===== config.mk =====
export PLATFORM = sky130hd
export DESIGN_NAME = buckg_top
export DESIGN_NICKNAME = d
export VERILOG_FILES = /design/src/buckg_pkg.sv /design/src/buckg_sync.sv /design/src/buckg_irq.sv /design/src/buckg_top.sv
export VERILOG_INCLUDE_DIRS = /design/src
export SDC_FILE = /design/constraint.sdc
export NUM_CORES = 1
export LEC_CHECK = 0
export ABC_CLOCK_PERIOD_IN_PS = 3600
export BUFFER_PORTS_ARGS = -buffer_cell sky130_fd_sc_hd__buf_4
export CORE_UTILIZATION = 35
export CTS_CLUSTER_DIAMETER = 150
export DETAILED_ROUTE_END_ITERATION = 10
export PLACE_DENSITY = 0.62
export SLEW_MARGIN = 25
export SYNTH_ARGS = -nofsm -noshare
export SYNTH_HDL_FRONTEND = slang
export SYNTH_HIERARCHICAL = 1
export SYNTH_SLANG_ARGS = --single-unit

===== constraint.sdc =====
create_clock -name i_core_clk -period 3.6 [get_ports i_core_clk]
set_clock_uncertainty 0.2 [all_clocks]
set_input_delay 0.72 -clock i_core_clk [delete_from_list [all_inputs] [get_ports i_core_clk]]
set_output_delay 0.72 -clock i_core_clk [all_outputs]
set_load 0.1 [all_outputs]

===== src/buckg_defs.svh =====
// constants of the buck gate sequencer: offsets, fields, reset values
`ifndef BUCKG_DEFS_SVH
`define BUCKG_DEFS_SVH

// ----------------------------------------------------------------------
// register byte offsets (one aligned 32-bit word each)
// ----------------------------------------------------------------------
`define BUCKG_ADDR_W        5
`define BUCKG_OFS_CTRL      5'h00
`define BUCKG_OFS_STATUS    5'h04
`define BUCKG_OFS_IRQ_STAT  5'h08
`define BUCKG_OFS_IRQ_MASK  5'h0c
`define BUCKG_OFS_PULSES    5'h10

// ----------------------------------------------------------------------
// fields and reset values
// ----------------------------------------------------------------------
`define BUCKG_CTRL_RUN      0
`define BUCKG_CTRL_RST      1'h1
`define BUCKG_IRQ_W         4
`define BUCKG_IRQ_FAULT     0
`define BUCKG_IRQ_TRANS     1
`define BUCKG_IRQ_START     2
`define BUCKG_IRQ_SKIP      3
`define BUCKG_MASK_RST      4'h0
`define BUCKG_PULSE_W       16

// ----------------------------------------------------------------------
// synchroniser bit positions
// ----------------------------------------------------------------------
`define BUCKG_SYNC_W        10
`define BUCKG_SI_OSC        0
`define BUCKG_SI_FB_REG     1
`define BUCKG_SI_FB_FAULT   2
`define BUCKG_SI_HOLDOFF    3
`define BUCKG_SI_STARTUP    4
`define BUCKG_SI_FAULT_EN   5
`define BUCKG_SI_MAX        6
`define BUCKG_SI_DETECT     7
`define BUCKG_SI_INHIBIT    8
`define BUCKG_SI_SUPPLY     9

`endif


===== src/buckg_pkg.sv =====
// types of the buck gate sequencer
package buckg_pkg;

  // ----------------------------------------------------------------------
  // sequencer states, one-hot
  // ----------------------------------------------------------------------
  typedef enum logic [4:0] {
    BUCKG_HOLDOFF  = 5'h01,
    BUCKG_STARTUP  = 5'h02,
    BUCKG_NORMAL   = 5'h04,
    BUCKG_FAST_DIS = 5'h08,
    BUCKG_SLOW_DIS = 5'h10
  } buckg_state_type;

endpackage


===== src/buckg_sync.sv =====
// two-flop synchroniser for the comparator and oscillator inputs
`timescale 1ns/1ps
`include "buckg_defs.svh"

module buckg_sync (
  // clock and reset
  input  wire logic                      i_core_clk,
  input  wire logic                      i_srst,
  // asynchronous levels in, synchronised levels out
  input  wire logic [`BUCKG_SYNC_W-1:0]  i_async,
  output logic      [`BUCKG_SYNC_W-1:0]  o_sync
);

  logic [`BUCKG_SYNC_W-1:0] meta_q;

  // first stage feeds only the second stage
  always_ff @(posedge i_core_clk) begin
    if (i_srst) begin
      meta_q <= '0;
      o_sync <= '0;
    end else begin
      meta_q <= i_async;
      o_sync <= meta_q;
    end
  end

endmodule


===== src/buckg_irq.sv =====
// sticky event status, mask and level interrupt
`timescale 1ns/1ps
`include "buckg_defs.svh"

module buckg_irq (
  // clock and reset
  input  wire logic                     i_core_clk,
  input  wire logic                     i_srst,
  // events and software access
  input  wire logic [`BUCKG_IRQ_W-1:0]  i_event,
  input  wire logic                     i_stat_wr,
  input  wire logic                     i_mask_wr,
  input  wire logic [`BUCKG_IRQ_W-1:0]  i_wdata,
  // state
  output logic      [`BUCKG_IRQ_W-1:0]  o_status,
  output logic      [`BUCKG_IRQ_W-1:0]  o_mask,
  output logic                          o_irq
);

  wire [`BUCKG_IRQ_W-1:0] clr_w    = i_stat_wr ? i_wdata : '0;
  // a new event beats a write-one-to-clear in the same cycle
  wire [`BUCKG_IRQ_W-1:0] status_d = (o_status & ~clr_w) | i_event;

  always_ff @(posedge i_core_clk) begin
    if (i_srst) begin
      o_status <= '0;
      o_mask   <= `BUCKG_MASK_RST;
      o_irq    <= 1'b0;
    end else begin
      o_status <= status_d;
      if (i_mask_wr) begin
        o_mask <= i_wdata;
      end
      o_irq <= |(status_d & (i_mask_wr ? i_wdata : o_mask));
    end
  end

endmodule


===== src/buckg_top.sv =====
// buck gate sequencer: gate latch, soft start, hiccup fault timing, registers
`timescale 1ns/1ps
`include "buckg_defs.svh"

module buckg_top (
  // clock and reset
  input  wire logic                      i_core_clk,
  input  wire logic                      i_srst,
  // oscillator and comparator levels, asynchronous
  input  wire logic                      i_osc_charge,
  input  wire logic                      i_fb_below_reg,
  input  wire logic                      i_fb_below_fault,
  input  wire logic                      i_cs_above_holdoff,
  input  wire logic                      i_cs_above_startup,
  input  wire logic                      i_cs_above_fault_en,
  input  wire logic                      i_cs_above_max,
  input  wire logic                      i_cs_below_detect,
  input  wire logic                      i_cs_below_inhibit,
  input  wire logic                      i_supply_ok,
  // power stage and timing capacitor control
  output logic                           o_gate_n,
  output logic                           o_ref_fixed,
  output logic                           o_cs_charge,
  output logic                           o_cs_fast_dis,
  output logic                           o_cs_slow_dis,
  // avalon-mm slave
  input  wire logic [`BUCKG_ADDR_W-1:0]  i_avs_address,
  input  wire logic                      i_avs_read,
  input  wire logic                      i_avs_write,
  input  wire logic [31:0]               i_avs_writedata,
  input  wire logic [3:0]                i_avs_byteenable,
  output logic      [31:0]               o_avs_readdata,
  output logic                           o_avs_waitrequest,
  // interrupt
  output logic                           o_irq
);

  // ----------------------------------------------------------------------
  // input synchronisation
  // ----------------------------------------------------------------------
  logic [`BUCKG_SYNC_W-1:0] sync_s;

  buckg_sync u_sync (
    .i_core_clk (i_core_clk),
    .i_srst     (i_srst),
    .i_async    ({i_supply_ok, i_cs_below_inhibit, i_cs_below_detect,
                  i_cs_above_max, i_cs_above_fault_en, i_cs_above_startup,
                  i_cs_above_holdoff, i_fb_below_fault, i_fb_below_reg,
                  i_osc_charge}),
    .o_sync     (sync_s)
  );

  wire osc_charge_s  = sync_s[`BUCKG_SI_OSC];
  wire fb_reg_s      = sync_s[`BUCKG_SI_FB_REG];
  wire fb_fault_s    = sync_s[`BUCKG_SI_FB_FAULT];
  wire cs_holdoff_s  = sync_s[`BUCKG_SI_HOLDOFF];
  wire cs_startup_s  = sync_s[`BUCKG_SI_STARTUP];
  wire cs_fault_en_s = sync_s[`BUCKG_SI_FAULT_EN];
  wire cs_max_s      = sync_s[`BUCKG_SI_MAX];
  wire cs_detect_s   = sync_s[`BUCKG_SI_DETECT];
  wire cs_inhibit_s  = sync_s[`BUCKG_SI_INHIBIT];
  wire supply_s      = sync_s[`BUCKG_SI_SUPPLY];

  // ----------------------------------------------------------------------
  // state and registers
  // ----------------------------------------------------------------------
  buckg_pkg::buckg_state_type   state_q;
  buckg_pkg::buckg_state_type   state_d;
  logic                         run_q;
  logic                         fault_en_q;
  logic                         osc_prev_q;
  logic [`BUCKG_PULSE_W-1:0]    pulse_cnt_q;
  logic [`BUCKG_IRQ_W-1:0]      irq_status;
  logic [`BUCKG_IRQ_W-1:0]      irq_mask;

  // switching is allowed only outside holdoff and slow discharge
  function automatic logic gate_allowed(input buckg_pkg::buckg_state_type s);
    gate_allowed = (s == buckg_pkg::BUCKG_STARTUP) ||
                   (s == buckg_pkg::BUCKG_NORMAL)  ||
                   (s == buckg_pkg::BUCKG_FAST_DIS);
  endfunction

  wire live_w = run_q & supply_s;

  // ----------------------------------------------------------------------
  // sequencer
  // ----------------------------------------------------------------------
  always_comb begin
    state_d = state_q;
    case (state_q)
      buckg_pkg::BUCKG_HOLDOFF: begin
        if (cs_holdoff_s) begin
          state_d = buckg_pkg::BUCKG_STARTUP;
        end
      end
      buckg_pkg::BUCKG_STARTUP: begin
        if (cs_fault_en_s) begin
          state_d = buckg_pkg::BUCKG_NORMAL;
        end
      end
      buckg_pkg::BUCKG_NORMAL: begin
        if (fb_fault_s) begin
          state_d = buckg_pkg::BUCKG_FAST_DIS;
        end
      end
      buckg_pkg::BUCKG_FAST_DIS: begin
        if (cs_detect_s && fb_fault_s) begin
          state_d = buckg_pkg::BUCKG_SLOW_DIS;
        end else if (cs_detect_s) begin
          state_d = buckg_pkg::BUCKG_NORMAL;
        end
      end
      buckg_pkg::BUCKG_SLOW_DIS: begin
        if (cs_inhibit_s) begin
          state_d = buckg_pkg::BUCKG_STARTUP;
        end
      end
      default: begin
        state_d = buckg_pkg::BUCKG_HOLDOFF;
      end
    endcase
    if (!live_w) begin
      state_d = buckg_pkg::BUCKG_HOLDOFF;
    end
  end

  // ----------------------------------------------------------------------
  // gate latch and analog controls
  // ----------------------------------------------------------------------
  wire allow_d   = gate_allowed(state_d);
  wire allow_q   = gate_allowed(state_q);
  // latch held once set; cleared by discharge phase or a blocking state
  wire gate_on_d = osc_charge_s & allow_d & (~o_gate_n | fb_reg_s);
  wire gate_n_d  = ~gate_on_d;
  wire st_norm_d = (state_d == buckg_pkg::BUCKG_NORMAL);
  wire st_fast_d = (state_d == buckg_pkg::BUCKG_FAST_DIS);
  wire st_slow_d = (state_d == buckg_pkg::BUCKG_SLOW_DIS);
  wire charge_d  = (state_d == buckg_pkg::BUCKG_HOLDOFF) ||
                   (state_d == buckg_pkg::BUCKG_STARTUP) ||
                   (st_norm_d && !cs_max_s);
  // reference comparator output is a level, so outside holdoff the clamp simply follows it
  wire ref_fix_d = cs_startup_s & (state_d != buckg_pkg::BUCKG_HOLDOFF);
  wire fault_en_d = st_norm_d | st_fast_d;

  // ----------------------------------------------------------------------
  // events
  // ----------------------------------------------------------------------
  wire ev_fault = (state_q == buckg_pkg::BUCKG_FAST_DIS) && st_slow_d;
  wire ev_trans = (state_q == buckg_pkg::BUCKG_FAST_DIS) && st_norm_d && live_w;
  wire ev_start = (state_q == buckg_pkg::BUCKG_STARTUP) && st_norm_d;
  // charge phase just ended without the latch ever setting
  wire ev_skip  = osc_prev_q & ~osc_charge_s & allow_q & o_gate_n;
  wire [`BUCKG_IRQ_W-1:0] events_w = {ev_skip, ev_start, ev_trans, ev_fault};

  always_ff @(posedge i_core_clk) begin
    if (i_srst) begin
      state_q       <= buckg_pkg::BUCKG_HOLDOFF;
      o_gate_n      <= 1'b1;
      o_ref_fixed   <= 1'b0;
      o_cs_charge   <= 1'b0;
      o_cs_fast_dis <= 1'b0;
      o_cs_slow_dis <= 1'b0;
      fault_en_q    <= 1'b0;
      osc_prev_q    <= 1'b0;
    end else begin
      state_q       <= state_d;
      o_gate_n      <= gate_n_d;
      o_ref_fixed   <= ref_fix_d;
      o_cs_charge   <= charge_d;
      o_cs_fast_dis <= st_fast_d;
      o_cs_slow_dis <= st_slow_d;
      fault_en_q    <= fault_en_d;
      osc_prev_q    <= osc_charge_s;
    end
  end

  always_ff @(posedge i_core_clk) begin
    if (i_srst) begin
      pulse_cnt_q <= '0;
    end else if (o_gate_n && !gate_n_d) begin
      pulse_cnt_q <= pulse_cnt_q + `BUCKG_PULSE_W'(1);
    end
  end

  // ----------------------------------------------------------------------
  // avalon-mm slave, one wait state per access
  // ----------------------------------------------------------------------
  wire req_w    = i_avs_read | i_avs_write;
  wire accept_w = req_w & ~o_avs_waitrequest;
  wire wr_w     = accept_w & i_avs_write & i_avs_byteenable[0];
  wire hit_ctrl = (i_avs_address == `BUCKG_OFS_CTRL);
  wire hit_stat = (i_avs_address == `BUCKG_OFS_STATUS);
  wire hit_ist  = (i_avs_address == `BUCKG_OFS_IRQ_STAT);
  wire hit_imsk = (i_avs_address == `BUCKG_OFS_IRQ_MASK);
  wire hit_puls = (i_avs_address == `BUCKG_OFS_PULSES);
  wire [31:0] status_w = {22'h0, o_cs_slow_dis, fault_en_q, o_ref_fixed,
                          ~o_gate_n, 1'b0, state_q};
  wire [31:0] rdata_w  = hit_ctrl ? {31'h0, run_q} :
                         hit_stat ? status_w :
                         hit_ist  ? {28'h0, irq_status} :
                         hit_imsk ? {28'h0, irq_mask} :
                         hit_puls ? {16'h0, pulse_cnt_q} :
                         32'h0;

  always_ff @(posedge i_core_clk) begin
    if (i_srst) begin
      o_avs_waitrequest <= 1'b1;
      o_avs_readdata    <= 32'h0;
      run_q             <= `BUCKG_CTRL_RST;
    end else begin
      o_avs_waitrequest <= ~(req_w & o_avs_waitrequest);
      if (req_w && o_avs_waitrequest) begin
        o_avs_readdata <= rdata_w;
      end
      if (wr_w && hit_ctrl) begin
        run_q <= i_avs_writedata[`BUCKG_CTRL_RUN];
      end
    end
  end

  buckg_irq u_irq (
    .i_core_clk (i_core_clk),
    .i_srst     (i_srst),
    .i_event    (events_w),
    .i_stat_wr  (wr_w & hit_ist),
    .i_mask_wr  (wr_w & hit_imsk),
    .i_wdata    (i_avs_writedata[`BUCKG_IRQ_W-1:0]),
    .o_status   (irq_status),
    .o_mask     (irq_mask),
    .o_irq      (o_irq)
  );
endmodule


==> metrics.md <==
| Metric | Value |
|---|---|
| Run status | `finished clean` |
| Area of the multi-input gates | `0.00163 mm2` |
| Via count | `2,640` |
| Fmax | `0.339 GHz` |
| Vias in the first global route | `2,447` |
| Clk sinks | `75` |
| TritonCTS Buffers | `9` |
| First-pass GRT wire length | `11,800 um` |
| Initial Utilization | `36.2%` |
| Commonest non-fill, non-tap cell in the layout | `dfxtp_1` |
| Power per standard cell area | `425 mW/mm2` |
| FP Rows | `35` |
| Storage element area | `0.00150 mm2` |
| Post-synthesis sequential area ratio | `44.8%` |
| Hold WC Path Type | `reg -> reg` |
| CP arrival | `3010 ps` |
| Max FO, Critical Path | `13` |
| Area growth syn-to-layout | `15.4%` |
| Gr ovfl total | `0` |
| Most frequent cells in the layout | `dfxtp_1 (75), buf_4 (49), nor2_1 (42)` |
| Total core area | `0.00924 mm2` |
| WL final | `7150 um` |
| Placed cell area | `0.00369 mm2` |
| Die Ht | `99.8 um` |
| Post-placement setup slack | `602 ps` |
| Post-route ant nets | `0` |
| Die area | `0.00997 mm2` |
| Final period utilization | `81.9%` |
| NumNets Final | `458` |
| Setup_tns | `0 ps` |
| Post-Syn Instances | `361` |
| 1st-iter DRT viols | `184` |
| DPL Wire Length | `5000 um` |
| Setup repair bufs after CTS | `0` |
| Fraction of registers with async set/reset | `0%` |
| Setup CP Type | `reg -> reg` |
| Clock-pin slew on the worst setup and hold paths | `70 ps` |
| WP data required | `3660 ps` |
| Antenna Cells | `0` |
| Number of iterations in the first detailed-routing pass | `4` |
| Via/cell ratio | `4.93` |
| RSZ-0062 raised after global routing | `no` |
| Root Driver | `clkbuf_8` |
| Max Buffers Root-to-Sink | `2` |
| Syn avg cell area | `9.28 um2` |
| Hold-fix buffers, CTS | `0` |
| # setup viols final | `0` |
| Number of synthesized register bits | `75` |
| Worst VDD drop | `0.207 mV` |
| Die X | `99.8 um` |
| Leak | `0.00154 uW` |
| Total power | `1640 uW` |
| Syn Std Cell Area | `0.00335 mm2` |
| DRC violations left | `0` |
| Clock Latency Late Sink | `350 ps` |
| Setup crit end kind | `register` |
| H-tree depth | `3` |
| Final Hold Vio Count | `0` |
| DR WL/cell | `13.4 um` |
| Largest net degree at the start of global routing | `51` |
| Dominant synthesized flop cell | `dfxtp_1` |
| Num ports | `94` |
| Port bufs | `46` |
| Antenna violations before repair | `0` |
| Final setup margin | `653 ps` |
| Max transition margin | `35.2%` |
| Post-cts gate resize count | `0` |
| Total global-route track usage | `15.1%` |
| Critical Path Source Type | `register` |
| Fillcell total | `925` |
| Syn. warnings | `6` |
| Final min period | `2950 ps` |
| MaxCap Viol Count | `0` |
| Placer Congestion | `0.799` |
| Slew Viols, Final | `0` |
| TritonCTS clock tree | `done` |
| Share of cells above drive strength 1 | `23.9%` |
| Slew @ Worst Pin | `972 ps` |
| Number of synthesized flops with an enable pin | `0` |
| Final instance area | `0.00386 mm2` |
| Distinct cells, synth | `53` |
-- where the power goes --
| part | internal, uW | switching (uW) | leakage (uW) |
|---|---|---|---|
| clock | 282 | 294 | 0.0000912 |
| combinational | 46.7 | 165 | 0.000836 |
| sequential | 846 | 7.49 | 0.000610 |
-- worst max-delay path, cell delays in order (launching register included) --
cell	delay [ps]
dfxtp_1	390
or3_1	440
nor3b_1	360
a221o_2	330
o2111ai_1	480
or3_1	500
a21oi_1	150
-- logic make-up (layout without fill, tap and decap cells) --
group	after synthesis	in the layout	synth area share [%]
adders and majority gates	1	1	0.373
muxes	10	10	3.10
AOI/OAI and AO/OA	78	78	16.7
other	1	16	0.112
DFF	75	75	44.8
xor gates and xnor gates	9	9	2.35
and+or+nand+nor	146	146	24.4
buffers and inverters	41	71	8.18
-- registers in the layout (all words and copies together), names as in the netlist, 4 cells and up --
| register | cells |
|---|---|
| state_q | 5 |
| u_irq/o_mask | 4 |
| u_sync/o_sync | 10 |
| pulse_cnt_q | 16 |
| u_irq/o_status | 4 |
| o_avs_readdata | 16 |
| u_sync/meta_q | 10 |
-- metal layers --
metal / routed length (um) / track usage (%)
met5: 0 / 0
met4: 92 / 5.54
met3: 370 / 4.11
met2: 3140 / 23.1
met1: 3550 / 20.5
-- cells in the mapped netlist (all sizes together) (2+ instances only) --
| library cell | n | area share (%) |
|---|---|---|
| a2111oi | 2 | 1.1 |
| a21boi | 4 | 0.90 |
| a21o | 2 | 0.49 |
| a21oi | 23 | 3.5 |
| a221o | 2 | 0.67 |
| a221oi | 5 | 1.3 |
| a22oi | 3 | 0.67 |
| and2 | 6 | 1.1 |
| and3 | 9 | 1.7 |
| buf | 24 | 6.0 |
| clkbuf | 10 | 1.4 |
| dfxtp | 75 | 45 |
| inv | 7 | 0.78 |
| mux2 | 3 | 1.0 |
| mux2i | 7 | 2.1 |
| nand2 | 18 | 2.0 |
| nand2b | 3 | 0.56 |
| nand3 | 12 | 1.8 |
| nand4 | 5 | 0.93 |
| nor2 | 42 | 4.7 |
| nor2b | 21 | 6.0 |
| nor3 | 14 | 2.1 |
| nor3b | 3 | 0.67 |
| nor4 | 2 | 0.37 |
| o2111ai | 2 | 0.52 |
| o211ai | 8 | 1.8 |
| o21a | 2 | 0.45 |
| o21ai | 15 | 2.4 |
| o21ba | 4 | 1.2 |
| o22ai | 3 | 0.56 |
| or3 | 8 | 1.5 |
| xnor2 | 2 | 0.52 |
| xor2 | 7 | 1.8 |
-- through the flow --
| stage | utilization (%) | std cells | hold slack (ps) |
|---|---|---|---|
| after floorplan | - | 376 | 194 |
| after global placement | 39.9 | 520 | 209 |
| after detailed placement | 39.9 | 520 | 207 |
| after CTS | 41.8 | 535 | 219 |
| after global routing | 41.8 | 535 | 238 |
| final | 41.8 | 535 | 215 |
-- layout make-up --
type | instances | area share, %
Multi-Input combinational cell | 260 | 42.2
Clock inverter | 4 | 0.680
Inverter | 7 | 0.680
Timing Repair Buffer | 49 | 9.52
Clock buffer | 11 | 3.92
Sequential cell | 75 | 38.8
Tap cell | 129 | 4.18
-- final timing paths --
kind / startpoint / endpoint / slack, ps / cells past startpoint
hold reg to reg: u_sync/o_sync[4] / o_ref_fixed / 220 / 2
setup / recovery: state_q[3] / pulse_cnt_q[7] / 650 / 6
setup reg to reg: state_q[3] / pulse_cnt_q[7] / 650 / 6
hold / removal: u_sync/o_sync[4] / o_ref_fixed / 220 / 2
Power figures use the tool's default switching activity.
